### config.mk
export PLATFORM = sky130hd
export DESIGN_NAME = crcw_top
export DESIGN_NICKNAME = d
export VERILOG_FILES = /design/src/crcw_pkg.sv /design/src/crcw_shift_engine.sv /design/src/crcw_top.sv
export SDC_FILE = /design/constraint.sdc
export NUM_CORES = 1
export LEC_CHECK = 0
export BUFFER_PORTS_ARGS = -buffer_cell sky130_fd_sc_hd__buf_2
export CORE_UTILIZATION = 63
export DETAILED_ROUTE_END_ITERATION = 8
export PLACE_DENSITY = 0.79
export SLEW_MARGIN = 30
export SYNTH_ARGS = -nofsm -noshare
export SYNTH_HDL_FRONTEND = slang
export SYNTH_HIERARCHICAL = 1
export SYNTH_SLANG_ARGS = --single-unit
### constraint.sdc
create_clock -name hclk -period 5.2 [get_ports hclk]
set_clock_uncertainty 0.1 [all_clocks]
set_input_delay 1.3 -clock hclk [delete_from_list [all_inputs] [get_ports hclk]]
set_output_delay 1.3 -clock hclk [all_outputs]
set_load 0.02 [all_outputs]
### src/crcw_pkg.sv
/*
  Constants and carrier types of the programmable CRC block.
  Assumes one clock (hclk, 40 MHz) and an active-low asynchronous reset.
*/
package crcw_pkg;

  // ----------------------------------------------------------------
  // Register offsets (byte addresses)
  // ----------------------------------------------------------------
  localparam logic [7:0] OFS_CTRL   = 8'h00; // Control and FIFO state
  localparam logic [7:0] OFS_CFG    = 8'h04; // Width and length
  localparam logic [7:0] OFS_POLY_L = 8'h08; // Terms x^15..x^1
  localparam logic [7:0] OFS_POLY_H = 8'h0c; // Terms x^31..x^16
  localparam logic [7:0] OFS_DATA   = 8'h10; // FIFO push
  localparam logic [7:0] OFS_RESULT = 8'h14; // Result, write seeds
  localparam logic [7:0] OFS_STAT   = 8'h18; // Sticky events
  localparam logic [7:0] OFS_MASK   = 8'h1c; // Interrupt mask

  // ----------------------------------------------------------------
  // Field positions
  // ----------------------------------------------------------------
  localparam int WIDTH_LSB = 8;  // Data width field low bit
  localparam int LEN_LSB   = 0;  // Length field low bit
  localparam int VWC_LSB   = 8;  // Word count low bit
  localparam int FULL_BIT  = 7;  // FIFO full flag
  localparam int EMPTY_BIT = 6;  // FIFO empty flag
  localparam int ISEL_BIT  = 5;  // Interrupt select
  localparam int GO_BIT    = 4;  // Start shifter
  localparam int LSBF_BIT  = 3;  // Shift order
  localparam int EV_CRC    = 0;  // Status: selected CRC event
  localparam int EV_OVF    = 1;  // Status: push to full FIFO

  // ----------------------------------------------------------------
  // Sizes and reset values
  // ----------------------------------------------------------------
  localparam int         FIFO_DEPTH = 16;       // Storage words
  localparam logic [4:0] DEPTH_LONG = 5'h08;    // Limit, long poly
  localparam logic [4:0] DEPTH_SHRT = 5'h10;    // Limit, short poly
  localparam logic [4:0] LEN_SPLIT  = 5'h07;    // Length boundary
  localparam logic [1:0] STAT_RESET = 2'h0;     // Status at reset

  // Configuration handed to the shift engine
  typedef struct packed {
    logic [4:0]  data_word_width_minus_one; // Word width - 1
    logic [4:0]  poly_length_minus_one;     // Poly length - 1
    logic [31:0] poly;                      // Term enables
    logic        lsb_first_select;          // Shift order
  } crcw_cfg_type;

  // Shift engine state
  typedef struct packed {
    logic        busy;  // Word in flight
    logic        done;  // Last bit shifted
    logic [4:0]  cnt;   // Bit index
    logic [31:0] word;  // Word being shifted
    logic [31:0] crc;   // Running remainder
  } crcw_eng_type;

  // Top-level state
  typedef struct packed {
    logic [4:0]  data_word_width_minus_one; // Config field
    logic [4:0]  poly_length_minus_one;     // Config field
    logic [15:1] poly_lo;                   // Low terms
    logic [15:0] poly_hi;                   // High terms
    logic        shifter_go;                // Start bit
    logic        lsb_first_select;          // Shift order
    logic        irq_event_select;          // Event choice
    logic [1:0]  status;                    // Sticky events
    logic [1:0]  mask;                      // Interrupt mask
    logic [FIFO_DEPTH-1:0][31:0] fifo;      // Word storage
    logic [3:0]  wr_ptr;                    // Push index
    logic [3:0]  rd_ptr;                    // Pop index
    logic [4:0]  valid_word_count;          // Occupancy
    logic        wr_pend;                   // Write data phase
    logic        rd_wait;                   // Read wait state
    logic [7:0]  addr;                      // Latched address
    logic [31:0] hrdata;                    // Read data
  } crcw_top_type;

endpackage

### src/crcw_shift_engine.sv
/*
  Serial CRC shift engine, one data bit per clock.
  Assumes configuration is held stable while a word shifts.
*/
module crcw_shift_engine
  import crcw_pkg::*;
(
  input  wire logic         hclk,       // Clock
  input  wire logic         hresetn,    // Async reset, low
  input  wire crcw_cfg_type cfg,        // Width, length, terms
  input  wire logic         word_valid, // Take a new word
  input  wire logic [31:0]  word,       // Word to shift
  input  wire logic         seed_load,  // Preload remainder
  input  wire logic [31:0]  seed,       // Preload value
  output logic              busy,       // Word in flight
  output logic              done,       // One-cycle finish pulse
  output logic [31:0]       crc         // Remainder
);

  crcw_eng_type st;       // Registered state
  crcw_eng_type next_st;  // Next state
  logic [4:0]   bit_idx;  // Bit taken this cycle
  logic         fb;       // Feedback bit
  logic [31:0]  step;     // Remainder after one bit

  // --------------------------------------------------------------
  // Bit selection and feedback
  // --------------------------------------------------------------
  // Pick bit by shift order
  assign bit_idx = cfg.lsb_first_select ? st.cnt
                 : 5'(cfg.data_word_width_minus_one - st.cnt);
  // Top stage set by length field
  assign fb = st.word[bit_idx] ^ st.crc[cfg.poly_length_minus_one];

  // One stage per remainder bit
  for (genvar i = 0; i < 32; i++) begin : g_stage
    localparam logic [4:0] IDX = 5'(i); // Stage number
    if (i == 0) begin : g_x0
      assign step[i] = fb;
    end else begin : g_xn
      // Stage beyond length stays clear
      assign step[i] = (IDX > cfg.poly_length_minus_one) ? 1'b0
                     : st.crc[i-1] ^ (fb & cfg.poly[i]);
    end
  end

  // --------------------------------------------------------------
  // Next state
  // --------------------------------------------------------------
  always_comb begin
    next_st      = st;
    next_st.done = 1'b0;
    if (st.busy) begin
      next_st.crc = step;
      // Word ends after width bits
      if (st.cnt == cfg.data_word_width_minus_one) begin
        next_st.busy = 1'b0;
        next_st.done = 1'b1;
      end else begin
        next_st.cnt = 5'(st.cnt + 5'h01);
      end
    end else if (word_valid) begin
      next_st.busy = 1'b1;
      next_st.cnt  = 5'h00;
      next_st.word = word;
    end else if (seed_load) begin
      next_st.crc = seed;
    end
  end

  // State register
  always_ff @(posedge hclk or negedge hresetn) begin
    if (!hresetn) begin
      st <= '0;
    end else begin
      st <= next_st;
    end
  end

  assign busy = st.busy;
  assign done = st.done;
  assign crc  = st.crc;

endmodule

### src/crcw_top.sv
/*
  Programmable CRC block: AHB-Lite registers, word FIFO, interrupt.
  Assumes a single AHB-Lite master; hreadyout is the bus hready.
*/
module crcw_top
  import crcw_pkg::*;
(
  input  wire logic        hclk,      // Clock, 40 MHz
  input  wire logic        hresetn,   // Async reset, low
  input  wire logic        hsel,      // Slave select
  input  wire logic [31:0] haddr,     // Address
  input  wire logic [1:0]  htrans,    // Transfer type
  input  wire logic        hwrite,    // Write when high
  input  wire logic [2:0]  hsize,     // Transfer size
  input  wire logic [31:0] hwdata,    // Write data
  input  wire logic        hready,    // Bus ready
  output logic             hreadyout, // Slave ready
  output logic             hresp,     // Always OKAY
  output logic [31:0]      hrdata,    // Read data
  output logic             irq        // Level interrupt
);

  crcw_top_type st;       // Registered state
  crcw_top_type next_st;  // Next state
  crcw_cfg_type cfg;      // Engine configuration
  logic         take;     // Address phase accepted
  logic         wr_go;    // Write data phase now
  logic         push;     // FIFO push
  logic         pop;      // FIFO pop
  logic [4:0]   limit;    // Current FIFO limit
  logic         full;     // FIFO at limit
  logic         empty;    // FIFO holds nothing
  logic [1:0]   ev;       // Events this cycle
  logic [1:0]   clr;      // Status read clear
  logic [31:0]  rd_val;   // Read mux
  logic         eng_busy; // Engine in flight
  logic         eng_done; // Engine finished
  logic [31:0]  eng_crc;  // Engine remainder

  // --------------------------------------------------------------
  // Configuration and FIFO flags
  // --------------------------------------------------------------
  assign cfg.data_word_width_minus_one = st.data_word_width_minus_one;
  assign cfg.poly_length_minus_one     = st.poly_length_minus_one;
  assign cfg.poly = {st.poly_hi, st.poly_lo, 1'b1};
  assign cfg.lsb_first_select          = st.lsb_first_select;

  // Limit shrinks for long polynomials
  assign limit = (st.poly_length_minus_one >= LEN_SPLIT) ? DEPTH_LONG
               : DEPTH_SHRT;
  assign full  = (st.valid_word_count >= limit);
  assign empty = (st.valid_word_count == 5'h00);

  // --------------------------------------------------------------
  // Bus decode
  // --------------------------------------------------------------
  assign take  = hsel && htrans[1] && hready;
  assign wr_go = st.wr_pend;
  assign push  = wr_go && (st.addr == OFS_DATA) && !full;
  // Feed engine while started and idle
  assign pop   = st.shifter_go && !empty && !eng_busy;

  // Event choice: drained early or result ready
  always_comb begin
    ev         = 2'b00;
    ev[EV_OVF] = wr_go && (st.addr == OFS_DATA) && full;
    if (st.irq_event_select) begin
      ev[EV_CRC] = pop && (st.valid_word_count == 5'h01);
    end else begin
      ev[EV_CRC] = eng_done && empty;
    end
  end

  // Read mux, unmapped reads give zero
  always_comb begin
    rd_val = 32'h0000_0000;
    unique case (st.addr)
      OFS_CTRL: begin
        rd_val[VWC_LSB+:5] = st.valid_word_count;
        rd_val[FULL_BIT]   = full;
        rd_val[EMPTY_BIT]  = empty;
        rd_val[ISEL_BIT]   = st.irq_event_select;
        rd_val[GO_BIT]     = st.shifter_go;
        rd_val[LSBF_BIT]   = st.lsb_first_select;
      end
      OFS_CFG: begin
        // Unused bits stay zero
        rd_val[WIDTH_LSB+:5] = st.data_word_width_minus_one;
        rd_val[LEN_LSB+:5]   = st.poly_length_minus_one;
      end
      OFS_POLY_L: rd_val[15:0] = {st.poly_lo, 1'b0};
      OFS_POLY_H: rd_val[15:0] = st.poly_hi;
      OFS_RESULT: rd_val       = eng_crc;
      OFS_STAT:   rd_val[1:0]  = st.status;
      OFS_MASK:   rd_val[1:0]  = st.mask;
      default:    rd_val       = 32'h0000_0000;
    endcase
  end

  // Status cleared by its read in the wait cycle
  assign clr = (st.rd_wait && st.addr == OFS_STAT) ? 2'b11 : 2'b00;

  // --------------------------------------------------------------
  // Next state
  // --------------------------------------------------------------
  always_comb begin
    next_st         = st;
    next_st.wr_pend = 1'b0;
    next_st.rd_wait = 1'b0;
    // Address phase
    if (take) begin
      next_st.addr    = haddr[7:0];
      next_st.wr_pend = hwrite;
      next_st.rd_wait = !hwrite;
    end
    // Read answer one wait state later
    if (st.rd_wait) begin
      next_st.hrdata = rd_val;
    end
    // Set wins over read clear
    next_st.status = (st.status & ~clr) | ev;
    // Hardware stops shifter once all work done
    if (st.shifter_go && empty && !eng_busy && !eng_done) begin
      next_st.shifter_go = 1'b0;
    end
    // Register writes
    if (wr_go) begin
      unique case (st.addr)
        OFS_CTRL: begin
          next_st.irq_event_select = hwdata[ISEL_BIT];
          next_st.shifter_go       = hwdata[GO_BIT];
          next_st.lsb_first_select = hwdata[LSBF_BIT];
        end
        OFS_CFG: begin
          next_st.data_word_width_minus_one = hwdata[WIDTH_LSB+:5];
          next_st.poly_length_minus_one     = hwdata[LEN_LSB+:5];
        end
        OFS_POLY_L: next_st.poly_lo = hwdata[15:1];
        OFS_POLY_H: next_st.poly_hi = hwdata[15:0];
        OFS_MASK:   next_st.mask    = hwdata[1:0];
        default:    next_st.mask    = st.mask;
      endcase
    end
    // FIFO storage and occupancy
    if (push) begin
      next_st.fifo[st.wr_ptr] = hwdata;
      next_st.wr_ptr          = 4'(st.wr_ptr + 4'h1);
    end
    if (pop) begin
      next_st.rd_ptr = 4'(st.rd_ptr + 4'h1);
    end
    next_st.valid_word_count = 5'(st.valid_word_count
                             + {4'h0, push} - {4'h0, pop});
  end

  // State register, all zero at reset
  always_ff @(posedge hclk or negedge hresetn) begin
    if (!hresetn) begin
      st <= '0;
    end else begin
      st <= next_st;
    end
  end

  // --------------------------------------------------------------
  // Shift engine
  // --------------------------------------------------------------
  crcw_shift_engine crcw_shift_engine_i (
    .hclk       (hclk),
    .hresetn    (hresetn),
    .cfg        (cfg),
    .word_valid (pop),
    .word       (st.fifo[st.rd_ptr]),
    .seed_load  (wr_go && st.addr == OFS_RESULT),
    .seed       (hwdata),
    .busy       (eng_busy),
    .done       (eng_done),
    .crc        (eng_crc)
  );

  // Outputs
  assign hreadyout = !st.rd_wait;
  assign hresp     = 1'b0;
  assign hrdata    = st.hrdata;
  assign irq       = |(st.status & st.mask);

  // --------------------------------------------------------------
  // Checks
  // --------------------------------------------------------------
  property p_width_wr;
    @(posedge hclk) disable iff (!hresetn)
    (wr_go && st.addr == OFS_CFG) |=>
      (cfg.data_word_width_minus_one == $past(hwdata[12:8]));
  endproperty
  a_width_wr: assert property (p_width_wr)
    else $error("width field not written");

  property p_len_mask;
    @(posedge hclk) disable iff (!hresetn)
    (eng_busy && st.poly_length_minus_one < 5'h1f) |=>
      ((eng_crc >> ($past(st.poly_length_minus_one) + 1)) == 32'h0);
  endproperty
  a_len_mask: assert property (p_len_mask)
    else $error("remainder above length");

  property p_polyl_rd;
    @(posedge hclk) disable iff (!hresetn)
    (st.rd_wait && st.addr == OFS_POLY_L) |=>
      (hrdata[0] == 1'b0 && hrdata[15:1] == st.poly_lo);
  endproperty
  a_polyl_rd: assert property (p_polyl_rd)
    else $error("low terms readback wrong");

  property p_polyh_wr;
    @(posedge hclk) disable iff (!hresetn)
    (wr_go && st.addr == OFS_POLY_H) |=>
      (cfg.poly[31:16] == $past(hwdata[15:0]));
  endproperty
  a_polyh_wr: assert property (p_polyh_wr)
    else $error("high terms not written");

  property p_cfg_rsv;
    @(posedge hclk) disable iff (!hresetn)
    (st.rd_wait && st.addr == OFS_CFG) |=>
      (hrdata[15:13] == 3'h0 && hrdata[7:5] == 3'h0);
  endproperty
  a_cfg_rsv: assert property (p_cfg_rsv)
    else $error("unused config bits set");

  property p_go_clr;
    @(posedge hclk) disable iff (!hresetn)
    (st.shifter_go && empty && !eng_busy && !eng_done && !wr_go)
      |=> !st.shifter_go;
  endproperty
  a_go_clr: assert property (p_go_clr)
    else $error("go not cleared when idle");

  property p_irq_lvl;
    @(posedge hclk) disable iff (!hresetn)
    $rose(st.status[EV_CRC]) && st.mask[EV_CRC] |-> irq;
  endproperty
  a_irq_lvl: assert property (p_irq_lvl)
    else $error("unmasked event without irq");

  property p_limit;
    @(posedge hclk) disable iff (!hresetn)
    push |=> (st.valid_word_count <= limit);
  endproperty
  a_limit: assert property (p_limit)
    else $error("word count over limit");

endmodule

==> results of run 1 <==
-- per-stage QoR --
stage / area, sq um / utilization, % / hold slack, ns / instances / total power (W)
after global routing: 36200 / 68.7 / 0.395 / 3050 / 0.0124
after global placement: 33800 / 64.2 / 0.361 / 2923 / 0.00686
after floorplan: 33600 / - / 0.337 / 2367 / 0.00657
after CTS: 36200 / 68.7 / 0.385 / 3050 / 0.0121
final: 36200 / 68.8 / 0.386 / 3052 / 0.0121
after detailed placement: 33800 / 64.2 / 0.368 / 2923 / 0.00691
-- state kept, by name (all words and copies together) (netlist names) --
signal                    flops
crcw_shift_engine_i/st       37
crcw_shift_engine_i/done      1
wr_go                         1
st                          540
crcw_shift_engine_i/busy      1
crcw_shift_engine_i/crc      32
cfg                          42
hrdata                       32
-- power by group --
part           internal, W  leakage (nW)  total [W]  switching (W)
clock              0.00312          1.18    0.00524        0.00212
combinational     0.000434          6.23    0.00116       0.000727
sequential         0.00546          9.38    0.00566       0.000197
-- metal layers --
layer,wire [um],up-vias
met4,3040,0
met3,4440,175
li1,-,8543
met2,39600,720
met1,33200,10736
met5,0,-
-- layout make-up --
cell class,count,area [sq um],area share (%)
inverter,21,78.8,0.218
antenna,2,5.00,0.0138
timing repair buffer,130,901,2.49
clock inverter,28,354,0.978
multi-input combinational,1398,14800,40.8
tap,688,861,2.38
sequential,686,17200,47.4
clock buffer,99,2050,5.67
-- worst max-delay path, cell delays in order (launching register included) --
cell	delay, ns
dfrtp_1	0.67
ha_1	0.29
fa_1	0.50
nor2_2	0.48
nor3_1	0.14
a211oi_1	0.26
o22ai_1	0.14
mux2i_1	0.24
mux2_2	0.66
o31ai_2	0.35
xnor2_1	0.11
a221o_1	0.32
-- worst min-delay path by stage --
stage          cells after the start                              startpoint                                     end
3_5_place_dp                       2  crcw_shift_engine_i/st[40]$_DFFE_PN0P_  crcw_shift_engine_i/st[40]$_DFFE_PN0P_
3_3_place_gp                       1                     st[505]$_DFFE_PN0P_                     st[505]$_DFFE_PN0P_
5_1_grt                            1                     st[544]$_DFFE_PN0P_                     st[544]$_DFFE_PN0P_
6_report                           1                     st[447]$_DFFE_PN0P_                     st[447]$_DFFE_PN0P_
2_1_floorplan                      2  crcw_shift_engine_i/st[60]$_DFFE_PN0P_  crcw_shift_engine_i/st[60]$_DFFE_PN0P_
4_1_cts                            2  crcw_shift_engine_i/st[40]$_DFFE_PN0P_  crcw_shift_engine_i/st[40]$_DFFE_PN0P_
==> results.py, run 1 <==
metrics = {
    "status": {
        "outcome": "completed",
    },
    "grt": {
        "use_met3_pct": 4.12,
        "grt_antenna_before_repair": 0,
        "grt_pass1_vias": 21075,
        "grt_pass1_wl_um": 124000,
        "grtUsageMet1_pct": 41.3,
        "track_usage_pct": 30.5,
        "grt_overflow": 0,
        "grt_max_degree": 95,
        "grt.busiest_layer": "met2",
        "use_met2_pct": 49.9,
    },
    "final_layout": {
        "fill_cells": 3360,
        "drive_gt1_share_pct": 42.2,
        "final_common_cell": "dfrtp_1",
        "final_cell_mix": "681 x dfrtp_1, 534 x mux2_2, 167 x mux4_2",
        "syn2layout_area_growth_pct": 7.75,
        "final_net_count": 2401,
    },
    "place": {
        "gp_congestion": 0.929,
        "place_hpwl_um": 47600,
        "place_ws_ns": 1.03,
        "port_buffers": 79,
    },
    "drt": {
        "drt_iter0_markers": 1817,
        "avgViaCountPerCell": 6.61,
        "drt_pass1_iterations": 8,
        "drc": 0,
        "routed_wirelength_um": 80300,
        "via_count": 20174,
        "wl_per_cell_um": 26.3,
        "ant_nets": 0,
    },
    "power": {
        "peakVddDrop_v": 0.000211,
        "leakagePower_nw": 16.8,
        "pwr_density_cell_nw_per_um2": 333,
    },
    "setup_path": {
        "cp.required_ns": 5.58,
        "r2r-end": "crcw_shift_engine_i/crc[28]$_DFFE_PN0P_",
        "end_kind": "flop",
        "r2r_cells": 11,
        "reg2reg_from": "crcw_shift_engine_i/st[64]$_DFFE_PN0P_",
        "endpoint": "crcw_shift_engine_i/crc[28]$_DFFE_PN0P_",
        "critPathKind": "reg2reg",
        "startpoint_type": "flop",
        "cp_max_fo": 32,
        "reg2reg_slack_ns": 0.80,
        "critical_path.startpoint": "crcw_shift_engine_i/st[64]$_DFFE_PN0P_",
        "arrival_ns": 4.78,
    },
    "synthesis": {
        "synthesis.nets": 2461,
        "syn_avg_cell_area_sq_um": 14.2,
        "yosysWarnings": 6,
        "synthesis.area_sq_um": 33600,
        "synth_cells": 2367,
    },
    "timing": {
        "worst_slack_ns": 0.804,
        "layout_min_cycle_time_ns": 4.40,
        "setup_violations": 0,
        "hold_viol": 0,
        "slew_headroom_pct": 35.2,
        "slew_viol_final": 0,
        "rsz0062_at_grt": "no",
        "finalSetupTns_ns": 0,
        "finalCritPeriodShare_pct": 84.5,
        "worst_pin_slew_ns": 0.971,
        "fmax_mhz": 227,
    },
    "die": {
        "die_area_sq_um": 54300,
        "coreArea_sq_um": 52700,
        "die_h_um": 233,
        "die_w_um": 233,
        "rows": 84,
        "ioPinCount": 109,
        "initial_core_util_pct": 63.8,
    },
    "clock_network": {
        "cts_max_level": 3,
        "clock-root-buffer": "clkbuf_16",
        "cts_setup_buffers": 0,
        "clock_sinks": 686,
        "cts_buffer_depth": 3,
        "cts_hold_buf": 0,
        "clk_latency_ns": 0.61,
        "tritoncts": "yes",
        "cts_resized": 0,
        "cts_buffers": 70,
        "clk_pin_slew_ns": 0.06,
    },
    "job": {
        "drv_cap": 0,
    },
    "min_path": {
        "hp-class": "reg2reg",
    },
}
No activity file was read; power rests on OpenSTA's default activity.
==> run 2: changes to the inputs <==
--- a/config.mk
+++ b/config.mk
@@ -6,9 +6,9 @@
 export NUM_CORES = 1
 export LEC_CHECK = 0
 export BUFFER_PORTS_ARGS = -buffer_cell sky130_fd_sc_hd__buf_2
-export CORE_UTILIZATION = 63
+export CORE_UTILIZATION = 57
 export DETAILED_ROUTE_END_ITERATION = 8
-export PLACE_DENSITY = 0.79
+export PLACE_DENSITY = 0.75
 export SLEW_MARGIN = 30
 export SYNTH_ARGS = -nofsm -noshare
 export SYNTH_HDL_FRONTEND = slang
==> constraint.sdc (replaced) <==
create_clock -name hclk -period 3.6 [get_ports hclk]
set_clock_uncertainty 0.1 [all_clocks]
set_input_delay 0.9 -clock hclk [delete_from_list [all_inputs] [get_ports hclk]]
set_output_delay 0.9 -clock hclk [all_outputs]
set_load 0.02 [all_outputs]
==> run 2 against run 1 <==
Effect of this change: the flow now finishes with violations (setup timing); maximum frequency is 22% higher; largest cell class unchanged; clock-buffer cell count is 8 higher; highest routed layer unchanged; non-clock buffer count rose by 57; wire length grew 4.3%; sequential power rose by 44%; register-to-register slack worse by 0.82 ns; sequential cell count unchanged; worst setup slack got worse by 0.82 ns; final cell count increased by 4.4%; first-iteration DRC count fell by 6.9%.
==> results.py, run 2 (synthesis results as in run 1) <==
metrics = {
    "drt": {
        "ant_nets": 0,
        "drt_iter0_markers": 1691,
        "routed_wirelength_um": 83800,
        "drc": 0,
        "via_count": 20375,
        "avgViaCountPerCell": 6.39,
        "wl_per_cell_um": 26.3,
        "drt_pass1_iterations": 7,
    },
    "timing": {
        "finalCritPeriodShare_pct": 100,
        "slew_headroom_pct": 39.4,
        "layout_min_cycle_time_ns": 3.61,
        "slew_viol_final": 0,
        "worst_pin_slew_ns": 0.908,
        "hold_viol": 0,
        "fmax_mhz": 277,
        "setup_violations": 1,
        "rsz0062_at_grt": "yes",
        "worst_slack_ns": -0.0115,
    },
    "die": {
        "die_area_sq_um": 59900,
        "die_h_um": 245,
        "initial_core_util_pct": 58.0,
        "coreArea_sq_um": 57900,
        "ioPinCount": 109,
        "die_w_um": 245,
        "rows": 88,
    },
    "clock_network": {
        "cts_buffers": 73,
        "cts_max_level": 3,
        "cts_buffer_depth": 3,
        "tritoncts": "yes",
        "clock-root-buffer": "clkbuf_16",
        "clk_latency_ns": 0.62,
        "clock_sinks": 686,
        "clk_pin_slew_ns": 0.06,
    },
    "place": {
        "place_hpwl_um": 51800,
        "dpl-instance-area_sq_um": 34600,
        "gp_congestion": 0.928,
        "port_buffers": 79,
    },
    "grt": {
        "grt_overflow": 0,
        "grt_antenna_before_repair": 3,
        "track_usage_pct": 28.7,
        "grt_pass1_wl_um": 130000,
        "grt_pass1_vias": 21621,
        "grt_max_degree": 79,
    },
    "setup_path": {
        "cp.required_ns": 4.00,
        "reg2reg_from": "crcw_shift_engine_i/st[64]$_DFFE_PN0P_",
        "startpoint_type": "flop",
        "reg2reg_slack_ns": -0.01,
        "cp_max_fo": 14,
        "arrival_ns": 4.01,
        "critical_path.startpoint": "crcw_shift_engine_i/st[64]$_DFFE_PN0P_",
        "r2r_cells": 14,
        "end_kind": "flop",
        "critPathKind": "reg2reg",
    },
    "min_path": {
        "hp-class": "in2async",
    },
    "power": {
        "leakagePower_nw": 17.2,
        "pwr_density_cell_nw_per_um2": 472,
        "peakVddDrop_v": 0.000464,
        "finalPower_w": 0.0176,
    },
    "final_layout": {
        "largest_reg_flops": 540,
        "drive_gt1_share_pct": 44.8,
        "final_common_cell": "dfrtp_1",
        "syn2layout_area_growth_pct": 11.1,
        "final_cell_mix": "681 x dfrtp_1, 534 x mux2_2, 167 x mux4_2",
        "final_net_count": 2462,
        "largest_register": "st",
        "final_design_area_no_fill_sq_um": 37300,
    },
    "status": {
        "violations": "setup timing",
        "outcome": "complete, but fails checks",
    },
    "job": {
        "drv_cap": 0,
    },
}
## run 2: changes by cell type in the layout (fill, tap and decap cells not counted), sizes merged
cell      delta
bufinv       -4
clkinv       -3
inv          +2
clkinvlp     -4
mux2         +1
diode        +1
clkbuf       +9
buf         +56
## run 2: through the flow
| stage | utilization (%) | std cells | setup TNS (ns) | hold slack [ns] | setup slack (ns) |
|---|---|---|---|---|---|
| 6_report | 64.5 | 3187 | -0.0115 | 0.205 | -0.0115 |
| 5_1_grt | 64.5 | 3186 | -0.310 | 0.217 | -0.0553 |
| 4_1_cts | 63.9 | 3175 | 0 | 0.217 | 0.000692 |
| 3_5_place_dp | 59.7 | 3049 | -0.439 | 0.372 | -0.0695 |
| 3_3_place_gp | 59.6 | 3048 | -0.210 | 0.362 | -0.0551 |
| 2_1_floorplan | - | 2367 | 0 | 0.337 | 0.0191 |
## run 2: timing repair
action / CTS / global route
hold buffers: 0 / 0
setup buffers: 0 / 8
gates resized for setup: 2 / 45
pin swaps: 0 / 14
endpoints found under the setup margin: 23 / 32
cloned: 0 / 2
## run 2: worst max-delay path: stages (launching register included)
cell and delay [ns]:
dfrtp_1 0.42, ha_4 0.19, fa_2 0.58, nor2_4 0.05
buf_12 0.14, a22o_1 0.24, a211oi_2 0.24, o22ai_2 0.12
mux2i_2 0.15, buf_4 0.17, mux2_4 0.36, buf_4 0.16
o31ai_1 0.31, xor2_1 0.20, o21ai_1 0.07
## run 2: worst paths after layout
kind,to
max,crcw_shift_engine_i/crc[18]$_DFFE_PN0P_
min,st[32]$_DFFE_PN0P_
max reg2reg,crcw_shift_engine_i/crc[18]$_DFFE_PN0P_
min reg2reg,crcw_shift_engine_i/st[60]$_DFFE_PN0P_
max in group asynchronous,st[296]$_DFFE_PN0P_
min in group hclk,st[40]$_DFF_PN0_
## run 2: report_power, final
part           internal [W]  switching, W
sequential          0.00789      0.000272
combinational      0.000762       0.00117
clock               0.00445       0.00308
total                0.0131       0.00452
## run 2: per-layer routing
metal	share of wire, %	global-route usage (%)	vias up
met5	0	0	-
met2	49	46.7	661
li1	-	-	8663
met4	3.7	10.9	0
met1	42	39.3	10865
met3	5.6	4.33	186
## run 2: layout make-up
cell class | instances | area, sq um
Multi-Input combinational cell | 1399 | 15000
Inverter | 21 | 78.8
Fill cell | 4119 | 20600
Timing Repair Buffer | 187 | 1690
Clock inverter | 19 | 224
Tap cell | 765 | 957
Clock buffer | 107 | 2200
Antenna cell | 3 | 7.51
Sequential cell | 686 | 17200
==> run 3: changes to the inputs <==
--- a/config.mk
+++ b/config.mk
@@ -6,9 +6,9 @@
 export NUM_CORES = 1
 export LEC_CHECK = 0
 export BUFFER_PORTS_ARGS = -buffer_cell sky130_fd_sc_hd__buf_2
-export CORE_UTILIZATION = 57
+export CORE_UTILIZATION = 40
 export DETAILED_ROUTE_END_ITERATION = 8
-export PLACE_DENSITY = 0.75
+export PLACE_DENSITY = 0.55
 export SLEW_MARGIN = 30
 export SYNTH_ARGS = -nofsm -noshare
 export SYNTH_HDL_FRONTEND = slang
==> run 3 against run 2 <==
Effect of this change: final cell count up 9.9%; sequential share of layout area down 0.87 points; the flow now finishes without violations; wire length up 8.9%; die area up 42%; worst hold slack worse by 0.097 ns; critical endpoint is now crcw_shift_engine_i/crc[15]$_DFFE_PN0P_; combinational power up 6%; via count down 0.95%; first-iteration DRC count down 16%; maximum frequency up 1.1%.
==> results.py, run 3 (synthesis results as in run 1) <==
metrics = {
    "setup_path": {
        "reg2reg_slack_ns": 0.03,
        "arrival_ns": 3.98,
        "end_kind": "flop",
        "critPathSlowestCell": "fa_2",
        "crit_family": "compound AO/OA/AOI/OAI gates",
        "startpoint_type": "flop",
        "cp_max_fo": 6,
        "r2r_cells": 14,
        "path_common_cell": "buf_6",
        "cpPeakStageDelay_ns": 0.58,
        "crit_buf_inv": 3,
        "cp_cell_sequence": "ha_4 > fa_2 > nor2_4 > buf_6 > a22o_4 > a211oi_4 > o22ai_2 > mux2i_2 > buf_4 > mux2_4 > buf_6 > o31ai_1 > xor2_1 > o21ai_1",
        "r2r-end": "crcw_shift_engine_i/crc[15]$_DFFE_PN0P_",
        "critPathKind": "reg2reg",
        "cp.required_ns": 4.01,
        "reg2reg_from": "crcw_shift_engine_i/st[64]$_DFFE_PN0P_",
    },
    "timing": {
        "slew_viol_final": 0,
        "fmax_mhz": 280,
        "worst_slack_ns": 0.0294,
        "finalCritPeriodShare_pct": 99.2,
        "hold_viol": 0,
        "rsz0062_at_grt": "yes",
        "slew_headroom_pct": 35.3,
        "layout_min_cycle_time_ns": 3.57,
        "setup_violations": 0,
        "worst_pin_slew_ns": 0.968,
    },
    "final_layout": {
        "utilization_pct": 46.1,
        "final_cell_mix": "681 x dfrtp_1, 534 x mux2_2, 167 x mux4_2",
        "ff_latch_area_sq_um": 17200,
        "fill_cells": 7261,
        "final_net_count": 2464,
        "multiInputGateArea_sq_um": 15200,
        "largest_register": "st",
        "drive_gt1_share_pct": 44.9,
        "final_common_cell": "dfrtp_1",
        "syn2layout_area_growth_pct": 13.3,
        "largest_reg_flops": 540,
    },
    "place": {
        "place_hpwl_um": 55800,
        "gp_congestion": 0.883,
        "port_buffers": 79,
        "place_ws_ns": -0.114,
    },
    "grt": {
        "grt_pass1_wl_um": 140000,
        "grt_overflow": 0,
        "grt_pass1_vias": 21737,
        "grt_max_degree": 105,
        "track_usage_pct": 21.8,
        "grt_antenna_before_repair": 6,
    },
    "power": {
        "pwr_density_cell_nw_per_um2": 476,
        "leakagePower_nw": 17.3,
        "finalPower_w": 0.0181,
        "peakVddDrop_v": 0.000345,
    },
    "drt": {
        "drt_pass1_iterations": 6,
        "ant_nets": 0,
        "via_count": 20182,
        "routed_wirelength_um": 91200,
        "drc": 0,
        "avgViaCountPerCell": 5.76,
        "wl_per_cell_um": 26.1,
        "drt_iter0_markers": 1420,
    },
    "clock_network": {
        "cts_hold_buf": 0,
        "cts_buffers": 76,
        "cts_buffer_depth": 3,
        "cts_max_level": 3,
        "clock_sinks": 686,
        "clk_pin_slew_ns": 0.06,
        "clk_latency_ns": 0.63,
        "clock-root-buffer": "clkbuf_16",
        "tritoncts": "yes",
    },
    "die": {
        "initial_core_util_pct": 40.7,
        "rows": 105,
        "die_w_um": 292,
        "coreArea_sq_um": 82600,
        "ioPinCount": 109,
        "die_h_um": 292,
        "die_area_sq_um": 85200,
    },
    "job": {
        "drv_cap": 0,
    },
    "min_path": {
        "hp-class": "in2async",
    },
    "status": {
        "outcome": "completed",
    },
}
## run 3: changes by cell type in the layout (fill, tap and decap cells not counted), moves of 4 or more
cell,previous run,this run
o31ai_4,5,22
o31ai_2,22,6
buf_4,70,63
clkinv_2,9,15
buf_12,36,40
clkbuf_16,76,80
clkbuf_8,20,16
## run 3: power breakdown
| group | internal (W) | switching [W] |
|---|---|---|
| sequential | 0.00789 | 0.000267 |
| combinational | 0.000796 | 0.00125 |
| clock | 0.00471 | 0.00320 |
| total | 0.0134 | 0.00472 |
## run 3: stage by stage
step	area, sq um	std cells	hold slack, ns	setup TNS [ns]
floorplan	33600	2367	0.337	0
global placement	35000	3353	0.362	-2.13
detailed placement	35000	3353	0.371	-1.00
CTS	37600	3491	0.0988	0
global route	38000	3498	0.119	-2.25
finish	38100	3501	0.108	0
## run 3: per-layer routing
metal | up-vias | global-route usage, % | part of all wire (%)
li1 | 8658 | - | -
met1 | 10862 | 29.3 | 44
met2 | 505 | 36.6 | 49
met3 | 155 | 2.97 | 4.0
met4 | 2 | 6.85 | 3.0
met5 | - | 0 | 0.0088
## run 3: layout make-up
| cell class | count | share of cell area (%) |
|---|---|---|
| Tap cell | 1070 | 3.52 |
| Clock buffer | 109 | 5.91 |
| Antenna cell | 4 | 0.0263 |
| Inverter | 21 | 0.207 |
| Timing Repair Buffer | 186 | 4.57 |
| Multi-Input combinational cell | 1399 | 39.9 |
| Clock inverter | 26 | 0.763 |
| Sequential cell | 686 | 45.1 |
## run 3: how the worst max path moves through the flow
| stage | from | endpoint | cells past startpoint |
|---|---|---|---|
| floorplan | cfg[34]$_DFFE_PN0P_ | st[46]$_DFF_PN0_ | 15 |
| global placement | cfg[38]$_DFFE_PN0P_ | crcw_shift_engine_i/crc[19]$_DFFE_PN0P_ | 14 |
| detailed placement | crcw_shift_engine_i/st[64]$_DFFE_PN0P_ | crcw_shift_engine_i/crc[28]$_DFFE_PN0P_ | 12 |
| CTS | cfg[38]$_DFFE_PN0P_ | crcw_shift_engine_i/crc[4]$_DFFE_PN0P_ | 16 |
| global route | crcw_shift_engine_i/st[64]$_DFFE_PN0P_ | crcw_shift_engine_i/crc[19]$_DFFE_PN0P_ | 14 |
| finish | crcw_shift_engine_i/st[64]$_DFFE_PN0P_ | crcw_shift_engine_i/crc[15]$_DFFE_PN0P_ | 14 |
## run 3: what timing repair did
action	in CTS	in global routing
endpoints found under the setup margin	26	33
pin swaps	0	24
resized for setup	7	61
cloned	1	1
setup buffers	2	5
hold endpoints to repair	0	0
